`src/core/stc_pkg.sv`:
```
package stc_pkg;

    // =====================================================
    // Control register layout (bits 7:6 read as zero)
    // =====================================================
    localparam int CTRL_WIDTH = 6;
    localparam int POS_RUN_ENABLE = 0;
    localparam int POS_CLOCK_SOURCE_SELECT = 1;
    localparam int POS_SYNC_DISABLE = 2;
    localparam int POS_OSC_ENABLE = 3;
    localparam int POS_PRESCALE_LO = 4;
    localparam int POS_PRESCALE_HI = 5;
    localparam logic [5:0] CTRL_RESET = 6'h00;
    localparam logic [1:0] CTRL_UNUSED_READ = 2'h0;

    typedef struct packed {
        logic [1:0] prescale_select;
        logic osc_enable;
        logic sync_disable;
        logic clock_source_select;
        logic run_enable;
    } stc_ctrl_t;

    // =====================================================
    // Counting constants
    // =====================================================
    localparam int FOSC_DIVIDE = 4;
    localparam logic [1:0] PHASE_LAST = 2'h3;
    localparam logic [1:0] PHASE_RESET = 2'h0;
    localparam logic [15:0] COUNT_MAX = 16'hffff;
    localparam logic [15:0] COUNT_CLEAR = 16'h0000;
    localparam logic [15:0] COUNT_ONE = 16'h0001;
    localparam int PRESCALE_BITS = 3;
    localparam logic [2:0] PRESCALE_CLEAR = 3'h0;
    localparam logic [3:0] CMP_MODE_SPECIAL_EVENT = 4'hb;
    localparam int OSC_MAX_KHZ = 200;

    // =====================================================
    // Special event trigger carrier from one compare unit
    // =====================================================
    typedef struct packed {
        logic [3:0] compare_mode_field;
        logic event_pulse;
    } stc_trig_t;

endpackage

```
`src/core/stc_sync2.sv`:
```
`timescale 1ns/1ps
module stc_sync2 #(
    parameter int WIDTH = 1
) (
    input wire logic core_clk,
    input wire logic rst_b,
    input wire logic [WIDTH-1:0] async_in,
    output logic [WIDTH-1:0] sync_out
);

    logic [WIDTH-1:0] meta_reg;

    // =====================================================
    // Two flops; only the second one is visible outside
    // =====================================================
    always_ff @(posedge core_clk) begin
        if (!rst_b) begin
            meta_reg <= '0;
            sync_out <= '0;
        end else begin
            meta_reg <= async_in;
            sync_out <= meta_reg;
        end
    end

endmodule

```
`src/core/stc_prescaler.sv`:
```
`timescale 1ns/1ps
module stc_prescaler (
    input wire logic core_clk,
    input wire logic rst_b,
    input wire logic src_tick,
    input wire logic clear,
    input wire logic [1:0] prescale_select,
    output logic out_tick
);

    logic [stc_pkg::PRESCALE_BITS-1:0] div_reg;
    logic [stc_pkg::PRESCALE_BITS-1:0] mask;

    // =====================================================
    // Ratio 1:2^select; the last step of the ratio passes
    // =====================================================
    always_comb begin
        mask = 3'(({1'b0, 3'h7} >> (3 - prescale_select)) & 4'h7);
        out_tick = src_tick && ((div_reg & mask) == mask) && !clear;
    end

    always_ff @(posedge core_clk) begin
        if (!rst_b || clear) begin
            div_reg <= stc_pkg::PRESCALE_CLEAR;
        end else if (src_tick) begin
            div_reg <= 3'(div_reg + 3'h1);
        end
    end

    AST_PRESCALE_CLEAR: assert property (@(posedge core_clk) disable iff (!rst_b)
        clear |=> div_reg == stc_pkg::PRESCALE_CLEAR)
        else $error("Prescaler not cleared by count write");

    AST_PRESCALE_ONE_TO_ONE: assert property (@(posedge core_clk) disable iff (!rst_b)
        (prescale_select == 2'h0 && src_tick && !clear) |-> out_tick)
        else $error("1:1 prescale dropped an input edge");

endmodule

```
`src/core/stc_timer.sv`:
```
`timescale 1ns/1ps
module stc_timer (
    core_clk,
    rst_b,
    sleep_mode,
    ctrl_wr,
    ctrl_wdata,
    ctrl_rdata,
    count_low_wr,
    count_high_wr,
    count_wdata,
    count_low_byte,
    count_high_byte,
    osc_input_pin,
    ext_count_clock_pin,
    osc_amp_en,
    trig_one,
    trig_two,
    overflow_flag,
    wake_req,
    timebase_valid,
    timebase_count
);
    input wire logic core_clk;
    input wire logic rst_b;
    input wire logic sleep_mode;
    input wire logic ctrl_wr;
    input wire logic [7:0] ctrl_wdata;
    output logic [7:0] ctrl_rdata;
    input wire logic count_low_wr;
    input wire logic count_high_wr;
    input wire logic [7:0] count_wdata;
    output logic [7:0] count_low_byte;
    output logic [7:0] count_high_byte;
    input wire logic osc_input_pin;
    input wire logic ext_count_clock_pin;
    output logic osc_amp_en;
    input wire stc_pkg::stc_trig_t trig_one;
    input wire stc_pkg::stc_trig_t trig_two;
    output logic overflow_flag;
    output logic wake_req;
    output logic timebase_valid;
    output logic [15:0] timebase_count;

    // =====================================================
    // Control register
    // =====================================================
    stc_pkg::stc_ctrl_t ctrl_reg;
    logic [15:0] count_reg;
    logic [15:0] count_next;
    logic [1:0] phase_reg;
    logic [1:0] pin_sync;
    logic pin_last_reg;
    logic overflow_reg;
    logic wake_reg;

    logic async_mode;
    logic pin_level;
    logic pin_rise;
    logic fosc4_tick;
    logic src_tick;
    logic presc_tick;
    logic inc;
    logic any_wr;
    logic trig_hit;
    logic wrap;

    // Only a power-on/brown-out reset reaches this flop
    always_ff @(posedge core_clk) begin
        if (!rst_b) begin
            ctrl_reg <= stc_pkg::CTRL_RESET;
        end else if (ctrl_wr) begin
            ctrl_reg <= ctrl_wdata[stc_pkg::CTRL_WIDTH-1:0];
        end
    end

    always_comb begin
        ctrl_rdata = {stc_pkg::CTRL_UNUSED_READ, ctrl_reg};
        osc_amp_en = ctrl_reg.osc_enable;
    end

    // =====================================================
    // Clock sources
    // =====================================================
    // Crystal and external pins are foreign to core_clk
    stc_sync2 #(
        .WIDTH(2)
    ) u_pin_sync (
        .core_clk(core_clk),
        .rst_b(rst_b),
        .async_in({osc_input_pin, ext_count_clock_pin}),
        .sync_out(pin_sync)
    );

    // Instruction clock is core_clk divided by four; it
    // stops in sleep like the oscillator that feeds it.
    always_ff @(posedge core_clk) begin
        if (!rst_b) begin
            phase_reg <= stc_pkg::PHASE_RESET;
        end else begin
            phase_reg <= 2'(phase_reg + 2'h1);
        end
    end

    always_ff @(posedge core_clk) begin
        if (!rst_b) begin
            pin_last_reg <= 1'b0;
        end else begin
            pin_last_reg <= pin_level;
        end
    end

    always_comb begin
        async_mode = ctrl_reg.clock_source_select && ctrl_reg.sync_disable;
        pin_level = ctrl_reg.osc_enable ? pin_sync[1] : pin_sync[0];
        pin_rise = pin_level && !pin_last_reg;
        fosc4_tick = (phase_reg == stc_pkg::PHASE_LAST) && !sleep_mode;
        if (ctrl_reg.clock_source_select) begin
            src_tick = pin_rise && ctrl_reg.run_enable;
        end else begin
            src_tick = fosc4_tick && ctrl_reg.run_enable;
        end
    end

    // =====================================================
    // Prescaler, then the synchronised increment
    // =====================================================
    stc_prescaler u_presc (
        .core_clk(core_clk),
        .rst_b(rst_b),
        .src_tick(src_tick),
        .clear(any_wr),
        .prescale_select(ctrl_reg.prescale_select),
        .out_tick(presc_tick)
    );

    always_comb begin
        any_wr = count_low_wr || count_high_wr;
        // Prescaler keeps running in sleep in counter modes; only
        // the stage after it is gated in synchronised counter mode.
        inc = presc_tick && (async_mode || !sleep_mode || !ctrl_reg.clock_source_select);
        // Async mode ignores the trigger rather than risk it
        trig_hit = ((trig_one.event_pulse
                     && trig_one.compare_mode_field == stc_pkg::CMP_MODE_SPECIAL_EVENT)
                    || (trig_two.event_pulse
                     && trig_two.compare_mode_field == stc_pkg::CMP_MODE_SPECIAL_EVENT))
                   && !async_mode;
        wrap = inc && (count_reg == stc_pkg::COUNT_MAX);
    end

    // =====================================================
    // Count register pair
    // =====================================================
    always_comb begin
        count_next = count_reg;
        if (any_wr) begin
            if (count_low_wr) begin
                count_next[7:0] = count_wdata;
            end
            if (count_high_wr) begin
                count_next[15:8] = count_wdata;
            end
        end else if (trig_hit) begin
            count_next = stc_pkg::COUNT_CLEAR;
        end else if (inc) begin
            count_next = 16'(count_reg + stc_pkg::COUNT_ONE);
        end
    end

    // No reset term: the count survives every reset
    always_ff @(posedge core_clk) begin
        count_reg <= count_next;
    end

    always_ff @(posedge core_clk) begin
        if (!rst_b) begin
            overflow_reg <= 1'b0;
            wake_reg <= 1'b0;
        end else begin
            overflow_reg <= wrap && !any_wr && !trig_hit;
            wake_reg <= wrap && !any_wr && sleep_mode && async_mode;
        end
    end

    // Bytes come straight from core-domain flops, so a read
    // never sees a half-updated byte.
    always_comb begin
        count_low_byte = count_reg[7:0];
        count_high_byte = count_reg[15:8];
        overflow_flag = overflow_reg;
        wake_req = wake_reg;
        timebase_valid = !async_mode;
        timebase_count = async_mode ? stc_pkg::COUNT_CLEAR : count_reg;
    end

    // =====================================================
    // Assertions
    // =====================================================
    AST_TIMER_SPACING: assert property (@(posedge core_clk) disable iff (!rst_b)
        (inc && !ctrl_reg.clock_source_select && !ctrl_wr) |=> !inc [*3])
        else $error("Timer mode incremented faster than Fosc/4");

    AST_TIMER_SLEEP_HOLD: assert property (@(posedge core_clk) disable iff (!rst_b)
        (!ctrl_reg.clock_source_select && sleep_mode && !any_wr && !trig_hit) |=> $stable(count_reg))
        else $error("Timer mode moved during sleep");

    AST_PIN_EDGE_COUNT: assert property (@(posedge core_clk) disable iff (!rst_b)
        (ctrl_reg.clock_source_select && ctrl_reg.run_enable && pin_rise && !sleep_mode
         && ctrl_reg.prescale_select == 2'h0 && !any_wr && !trig_hit)
        |=> count_reg == 16'($past(count_reg) + stc_pkg::COUNT_ONE))
        else $error("Pin rising edge not counted");

    AST_SYNC_SLEEP_HOLD: assert property (@(posedge core_clk) disable iff (!rst_b)
        (ctrl_reg.clock_source_select && !ctrl_reg.sync_disable && sleep_mode
         && !any_wr && !trig_hit) |=> $stable(count_reg))
        else $error("Synchronised counter moved during sleep");

    AST_ASYNC_SLEEP_COUNT: assert property (@(posedge core_clk) disable iff (!rst_b)
        (async_mode && sleep_mode && presc_tick && !any_wr)
        |=> count_reg == 16'($past(count_reg) + stc_pkg::COUNT_ONE))
        else $error("Async counter stopped in sleep");

    AST_WAKE_SOURCE: assert property (@(posedge core_clk) disable iff (!rst_b)
        wake_req |-> $past(async_mode) && $past(sleep_mode))
        else $error("Wake request outside async sleep");

    AST_NO_ASYNC_TIMEBASE: assert property (@(posedge core_clk) disable iff (!rst_b)
        async_mode |-> !timebase_valid && timebase_count == stc_pkg::COUNT_CLEAR)
        else $error("Async counter offered as timebase");

    AST_TIMEBASE_FOLLOWS: assert property (@(posedge core_clk) disable iff (!rst_b)
        !async_mode |-> timebase_valid && timebase_count == count_reg)
        else $error("Synchronous timebase does not follow the count");

    AST_OSC_ENABLE_FOLLOWS: assert property (@(posedge core_clk) disable iff (!rst_b)
        ctrl_wr |=> osc_amp_en == $past(ctrl_wdata[stc_pkg::POS_OSC_ENABLE]))
        else $error("Oscillator enable does not follow control write");

    AST_TRIG_CLEARS: assert property (@(posedge core_clk) disable iff (!rst_b)
        (trig_hit && !any_wr) |=> count_reg == stc_pkg::COUNT_CLEAR ##1 !overflow_flag)
        else $error("Special event did not clear count");

    AST_TRIG_NO_FLAG: assert property (@(posedge core_clk) disable iff (!rst_b)
        trig_hit |=> !overflow_flag)
        else $error("Special event raised overflow");

    AST_WRITE_WINS: assert property (@(posedge core_clk) disable iff (!rst_b)
        (count_low_wr && trig_hit) |=> count_low_byte == $past(count_wdata))
        else $error("Trigger overrode count write");

    AST_HIGH_WRITE_LANDS: assert property (@(posedge core_clk) disable iff (!rst_b)
        count_high_wr |=> count_high_byte == $past(count_wdata))
        else $error("High byte write lost");

    AST_CTRL_POR: assert property (@(posedge core_clk)
        !rst_b |=> ctrl_rdata == 8'h00)
        else $error("Control not cleared by power-on reset");

    AST_WRAP_FLAG: assert property (@(posedge core_clk) disable iff (!rst_b)
        (wrap && !any_wr && !trig_hit)
        |=> count_reg == stc_pkg::COUNT_CLEAR && overflow_flag)
        else $error("Wrap did not clear count and flag overflow");

    AST_STOPPED_HOLDS: assert property (@(posedge core_clk) disable iff (!rst_b)
        (!ctrl_reg.run_enable && !any_wr && !trig_hit) |=> $stable(count_reg))
        else $error("Stopped timer moved");

    AST_ASYNC_TRIG_IGNORED: assert property (@(posedge core_clk) disable iff (!rst_b)
        (async_mode && (trig_one.event_pulse || trig_two.event_pulse) && !any_wr && !inc)
        |=> $stable(count_reg))
        else $error("Trigger acted in async mode");

    COV_WRAP: cover property (@(posedge core_clk) disable iff (!rst_b)
        overflow_flag);

    COV_TRIG_CLEAR: cover property (@(posedge core_clk) disable iff (!rst_b)
        trig_hit && !any_wr && count_reg != stc_pkg::COUNT_CLEAR);

    COV_ASYNC_WAKE: cover property (@(posedge core_clk) disable iff (!rst_b)
        wake_req);

    COV_WRITE_VS_TRIG: cover property (@(posedge core_clk) disable iff (!rst_b)
        any_wr && trig_hit);

    COV_ASYNC_TRIG: cover property (@(posedge core_clk) disable iff (!rst_b)
        async_mode && trig_one.event_pulse
        && trig_one.compare_mode_field == stc_pkg::CMP_MODE_SPECIAL_EVENT);

endmodule

```
`config.mk`:
```
export PLATFORM = sky130hd
export DESIGN_NAME = stc_timer
export DESIGN_NICKNAME = d
export VERILOG_FILES = /design/src/core/stc_pkg.sv /design/src/core/stc_sync2.sv /design/src/core/stc_prescaler.sv /design/src/core/stc_timer.sv
export SDC_FILE = /design/constraint.sdc
export NUM_CORES = 1
export LEC_CHECK = 0
export ABC_AREA = 1
export BUFFER_PORTS_ARGS = -buffer_cell sky130_fd_sc_hd__buf_2
export CAP_MARGIN = 10
export CORE_ASPECT_RATIO = 1.4
export CORE_MARGIN = 2
export CORE_UTILIZATION = 43
export DETAILED_ROUTE_END_ITERATION = 10
export GPL_TIMING_DRIVEN = 0
export PLACE_DENSITY = 0.85
export SLEW_MARGIN = 20
export SYNTH_ARGS = -nofsm -noshare
export SYNTH_HDL_FRONTEND = slang
export SYNTH_SLANG_ARGS = --single-unit
```
`constraint.sdc`:
```
create_clock -name core_clk -period 1.5 [get_ports core_clk]
set_input_delay 0.075 -clock core_clk [delete_from_list [all_inputs] [get_ports core_clk]]
set_output_delay 0.075 -clock core_clk [all_outputs]
set_load 0.005 [all_outputs]
```
Word-level counts from Yosys, hierarchy flattened. Index checks and enable logic that the tools add are counted.

Add/subtract/negate cells: 4. $mul: 0. Divide/modulo/power cells: 0. Order comparisons: 0. Equality and inequality tests: 7. Shifts and indexed selects: 1. Multiplexer cells: 8. Bitwise gates (word level): 1. Reductions and logical operators: 31.

Operators with widths (count): $mux W16 (4); $shr A3 B32 Y3 const A (1); $add A16 B1 Y16 const B (1); $eq A16 B16 Y1 const B (1); $logic_and A1 B1 Y1 (16); $mux W8 (2); $eq A4 B4 Y1 const B (2); $logic_not A1 Y1 (7); $logic_or A1 B1 Y1 (5); $ne A2 B2 Y1 const B (2); $reduce_and A2 Y1 (2); $add A3 B1 Y3 const B (1); $and A3 B3 Y3 (1); $eq A3 B3 Y1 (1); $reduce_bool A3 Y1 (1); $sub A2 B2 Y3 const A (1); $add A2 B1 Y2 const B (1); $eq A2 B2 Y1 const B (1); $mux W1 (2).

Flip-flop bits (word level): 34. Latch bits: 0. RAM bits: 0. Bits in read-only memories: 0. Input bits: 34. Output and inout port bits: 44. Word-level logic and storage cells: 66. Memories: 0.

Longest topological paths before layout.
Depth after elaboration: 11. Gate-level depth with buffers: 10. Mapped depth without buffers: 9.

Modules after synthesis. A second synthesis with hierarchy kept.

Cells, all modules: 269. Area total of the unflattened synthesis: 1918.1 um^2.

Modules (own cells, without submodules): stc_timer (times used 1, cells each 229, area an instance 1634.1 um^2, seq. area each 700.7 um^2); stc_prescaler (times used 1, cells each 28, area an instance 173.9 um^2, seq. area each 60.1 um^2); stc_sync2 (times used 1, cells each 12, area an instance 110.1 um^2, seq. area each 80.1 um^2).

Worst setup path after synthesis. Ideal clock, no wire load.

Path kind: register -> register. From: register ctrl_reg (netlist bit ctrl_rdata[1]). To: register count_reg[0], enable pin. Library setup time: 371 ps. Data arrival time: 1259 ps. Data required time: 1129 ps. Slack: -129 ps. Stages on the path, launching flop included: 7. Path buffers: 0. Period minus slack after synthesis: 1629 ps. Cells stage by stage: dfxtp_1 inv_1 nor2_1 nand2_1 a21oi_2 a21oi_1 nor2_1.

Longest elaborated chain between the ends: 6. Elaborated cells between the ends (all ways): 12. Classes of those cells: 1 x mux; 11 x reduce/logical.

Ends and longest elaborated chain: start: declaration (line stc_timer.sv:48) `stc_pkg::stc_ctrl_t ctrl_reg;`; start signal: assignment (line stc_timer.sv:71) `ctrl_reg <= stc_pkg::CTRL_RESET;`; start signal: assignment (line stc_timer.sv:73) `ctrl_reg <= ctrl_wdata[stc_pkg::CTRL_WIDTH-1:0];`; $mux W1 / $logic_and A1 B1 Y1 (equally long branches) (line stc_timer.sv:118, stc_timer.sv:114); $logic_and A1 B1 Y1 / $logic_or A1 B1 Y1 (equally long branches) (2 in a row) (line stc_prescaler.sv:19, stc_timer.sv:141); $logic_and A1 B1 Y1 (line stc_timer.sv:141) `inc = presc_tick && (async_mode || !sleep_mode || !ctrl_reg.clock_source_select);`; $reduce_bool A3 Y1 (no source line) (*); $reduce_and A2 Y1 (no source line) (*); end signal: assignment (line stc_timer.sv:172) `count_reg <= count_next;`; end: declaration (line stc_timer.sv:49) `logic [15:0] count_reg;`.

Mark *: on every way between the ends. The rest lies on a longest branch, timed or not. A chain may end at the register's enable or synchronous reset.

Worst setup path in the final report.
From: register count_reg[1]. To: register count_reg[12] (data pin).

Longest elaborated chain between the ends: 4.

Ends and longest elaborated chain: $add A16 B1 Y16 (line stc_timer.sv:166) `count_next = 16'(count_reg + stc_pkg::COUNT_ONE);`; $mux W16 (line stc_timer.sv:165) `end else if (inc) begin`; $mux W16 (line stc_timer.sv:163) `end else if (trig_hit) begin`; $mux W16 (line stc_timer.sv:156) `if (any_wr) begin`; via count_next[12] (line stc_timer.sv:50) `logic [15:0] count_next;`.

The timed path passes the listed nets, and every way through them passes these cells. The select of a mux whose other input is x is not followed.

==> results.json <==
{
  "cp-start-kind": "flop",
  "cts.sinks": 34,
  "dp_slack_ns": -0.417,
  "nFillCells": 379,
  "pin_count": 78,
  "finalHoldViolCount": 0,
  "path_cells": "ha_2 -> nand2_2 -> nor2_4 -> nand3_4 -> nor2_4 -> nand2_2 -> nand3_2 -> nand2_1",
  "p_leak_nw": 1.33,
  "seq_area_frac_synth": 0.442,
  "setup_slack_ns": -0.0118,
  "cts_buffers": 5,
  "drc": 0,
  "dieArea_um2": 4980,
  "grt_start_max_net_pins": 11,
  "cpPeakStageDelay_ns": 0.37,
  "grt_usage": 0.210,
  "cap_violations": 0,
  "grt_pass1_wl_mm": 7.74,
  "grt_overflow": 0,
  "fin_crit_ns": 1.51,
  "violations": "negative setup slack",
  "fin_skew_ns": 0.00773,
  "rsz0062_at_grt": "true",
  "rows": 28,
  "ys_seq_elements": 34,
  "clk_path_buf_depth": 2,
  "end_kind": "flop",
  "first_iter_violations": 68,
  "design_area_um2": 2610,
  "grt_antenna_before_repair": 0,
  "first_pass_iters": 4,
  "syn_to_final_growth_pct": 37.1,
  "outcome": "complete, but fails checks",
  "hold_class": "in -> reg",
  "period_share": 1.01,
  "clk_pin_slew_worst_paths_ns": 0.07,
  "crit_fanout": 5,
  "drt-vias-per-instance": 4.74,
  "largest_reg_flops": 16,
  "required_ns": 1.55,
  "post_drt_wl_per_cell_um": 11.7,
  "avgSynthCellArea_um2": 7.07,
  "drt_wl_total_mm": 4.90,
  "drive_gt1_frac": 0.345,
  "start_util": 0.449,
  "place_area_um2": 2350,
  "cts_tree": "built",
  "nets": 395,
  "root_buffer": "clkbuf_8",
  "htreeDepth": 2,
  "ir_worst_vdd_mv": 0.853,
  "diodes": 0,
  "portBuffers": 73,
  "synthDistinctLibCells": 28,
  "gp_congestion": 0.869,
  "syn-cell-area_um2": 1900,
  "first_global_vias": 1872,
  "p_per_area_nw_per_um2": 906,
  "die_y_um": 82.7,
  "clk_latency_ns": 0.29,
  "cp_slowest_cell": "edfxtp_1",
  "maxSlewViolCount": 0,
  "die_w_um": 60.2,
  "fmax_mhz": 661,
  "synthCells": 269,
  "setup_viol": 1,
  "final_common_cell": "buf_2",
  "yosysWarnings": 0,
  "drtAntennaViolNets": 0,
  "final_cell_mix": "73 x buf_2, 65 x nand2_1, 43 x nor2_1",
  "via_count": 1985,
  "core_um2": 4240,
  "arrival_ns": 1.56,
  "critPathKind": "reg -> reg",
  "hpwl_mm": 3.78
}
where the power goes:
group	total, mW	internal (mW)	switching [mW]
Sequential	1.12	1.05	0.0663
Combinational	0.469	0.209	0.259
Clock	0.778	0.430	0.348
Total	2.37	1.69	0.674
worst paths after layout:
| kind | from | end | slack, ns | cells after the start |
|---|---|---|---|---|
| worst min-delay path | ctrl_wdata[4] | ctrl_rdata[4]$_SDFFE_PN0P_ | 0.009 | 3 |
| worst max-delay path | count_reg[1]$_DFFE_PP_ | count_reg[12]$_DFFE_PP_ | -0.01 | 8 |
| worst min register to register | u_pin_sync.meta_reg[0]$_SDFF_PN0_ | u_pin_sync.sync_out[0]$_SDFF_PN0_ | 0.43 | 2 |
| worst max register to register | count_reg[1]$_DFFE_PP_ | count_reg[12]$_DFFE_PP_ | -0.01 | 8 |
cells in the mapped netlist (all sizes together):
master  number  area, um2
a21boi       1       7.51
a21oi        9       48.8
buf          4       27.5
clkbuf       2       7.51
clkinv       2       7.51
conb         1       3.75
dfxtp       18        360
edfxtp      16        480
ha           3       37.5
inv         42        158
nand2       73        279
nand3       14       87.6
nand4        1       6.26
nor2        53        216
nor3         2       10.0
o21ai       20        100
o22ai        2       12.5
xnor2        1       8.76
xor2         5       43.8
through the flow:
stage / TNS [ns] / instances / util / power [mW] / hold WS, ns
floorplan: -2.07 / 270 / - / 1.36 / 0.173
finish: -0.0118 / 419 / 0.616 / 2.37 / 0.00927
detailed placement: -6.84 / 403 / 0.554 / 1.56 / 0.265
global route: -0.340 / 419 / 0.616 / 2.48 / 0.0545
CTS: 0 / 416 / 0.595 / 2.35 / 0.00326
global placement: -6.78 / 403 / 0.554 / 1.55 / 0.258
cell families (layout without fill, tap and decap cells):
logic type | count (synthesis) | in the layout | share of synthesized area
other | 1 | 2 | 0.00197
buffers and inverters | 50 | 139 | 0.105
adder cells (fa/ha/maj) | 3 | 3 | 0.0197
AND/OR/NAND/NOR | 143 | 143 | 0.315
AO/OA/AOI/OAI | 32 | 32 | 0.0888
flip-flops | 34 | 34 | 0.442
XOR/XNOR | 6 | 6 | 0.0276
critical path: cells and delay by family (launching register included):
family,cells,cell delay [ns]
adders and majority gates,1,0.20
DFF,1,0.37
and+or+nand+nor,7,0.71
routing by layer:
| layer | global-route usage | vias up | wire, um |
|---|---|---|---|
| met5 | 0 | - | 0 |
| met4 | 0.0933 | 0 | 97 |
| met3 | 0.0452 | 9 | 280 |
| met2 | 0.378 | 75 | 2550 |
| met1 | 0.230 | 890 | 1970 |
| li1 | - | 1011 | - |
final cells by class:
type / count / area, um2 / share of cell area
clock buffers: 8 / 101 / 0.0388
inverters: 44 / 168 / 0.0642
repair buffers: 81 / 430 / 0.165
well taps: 60 / 75.1 / 0.0288
flip-flops and latches: 34 / 845 / 0.324
plain buffers: 6 / 41.3 / 0.0158
multi-input cells: 186 / 950 / 0.364
what timing repair did:
action | CTS | global route
gates resized for setup | 10 | 24
hold endpoints to repair | 2 | 0
endpoints found under the setup margin | 32 | 35
pin swaps | 3 | 9
setup buffers | 3 | 3
hold buffers | 2 | 0
(Power assumes the default switching activity.)
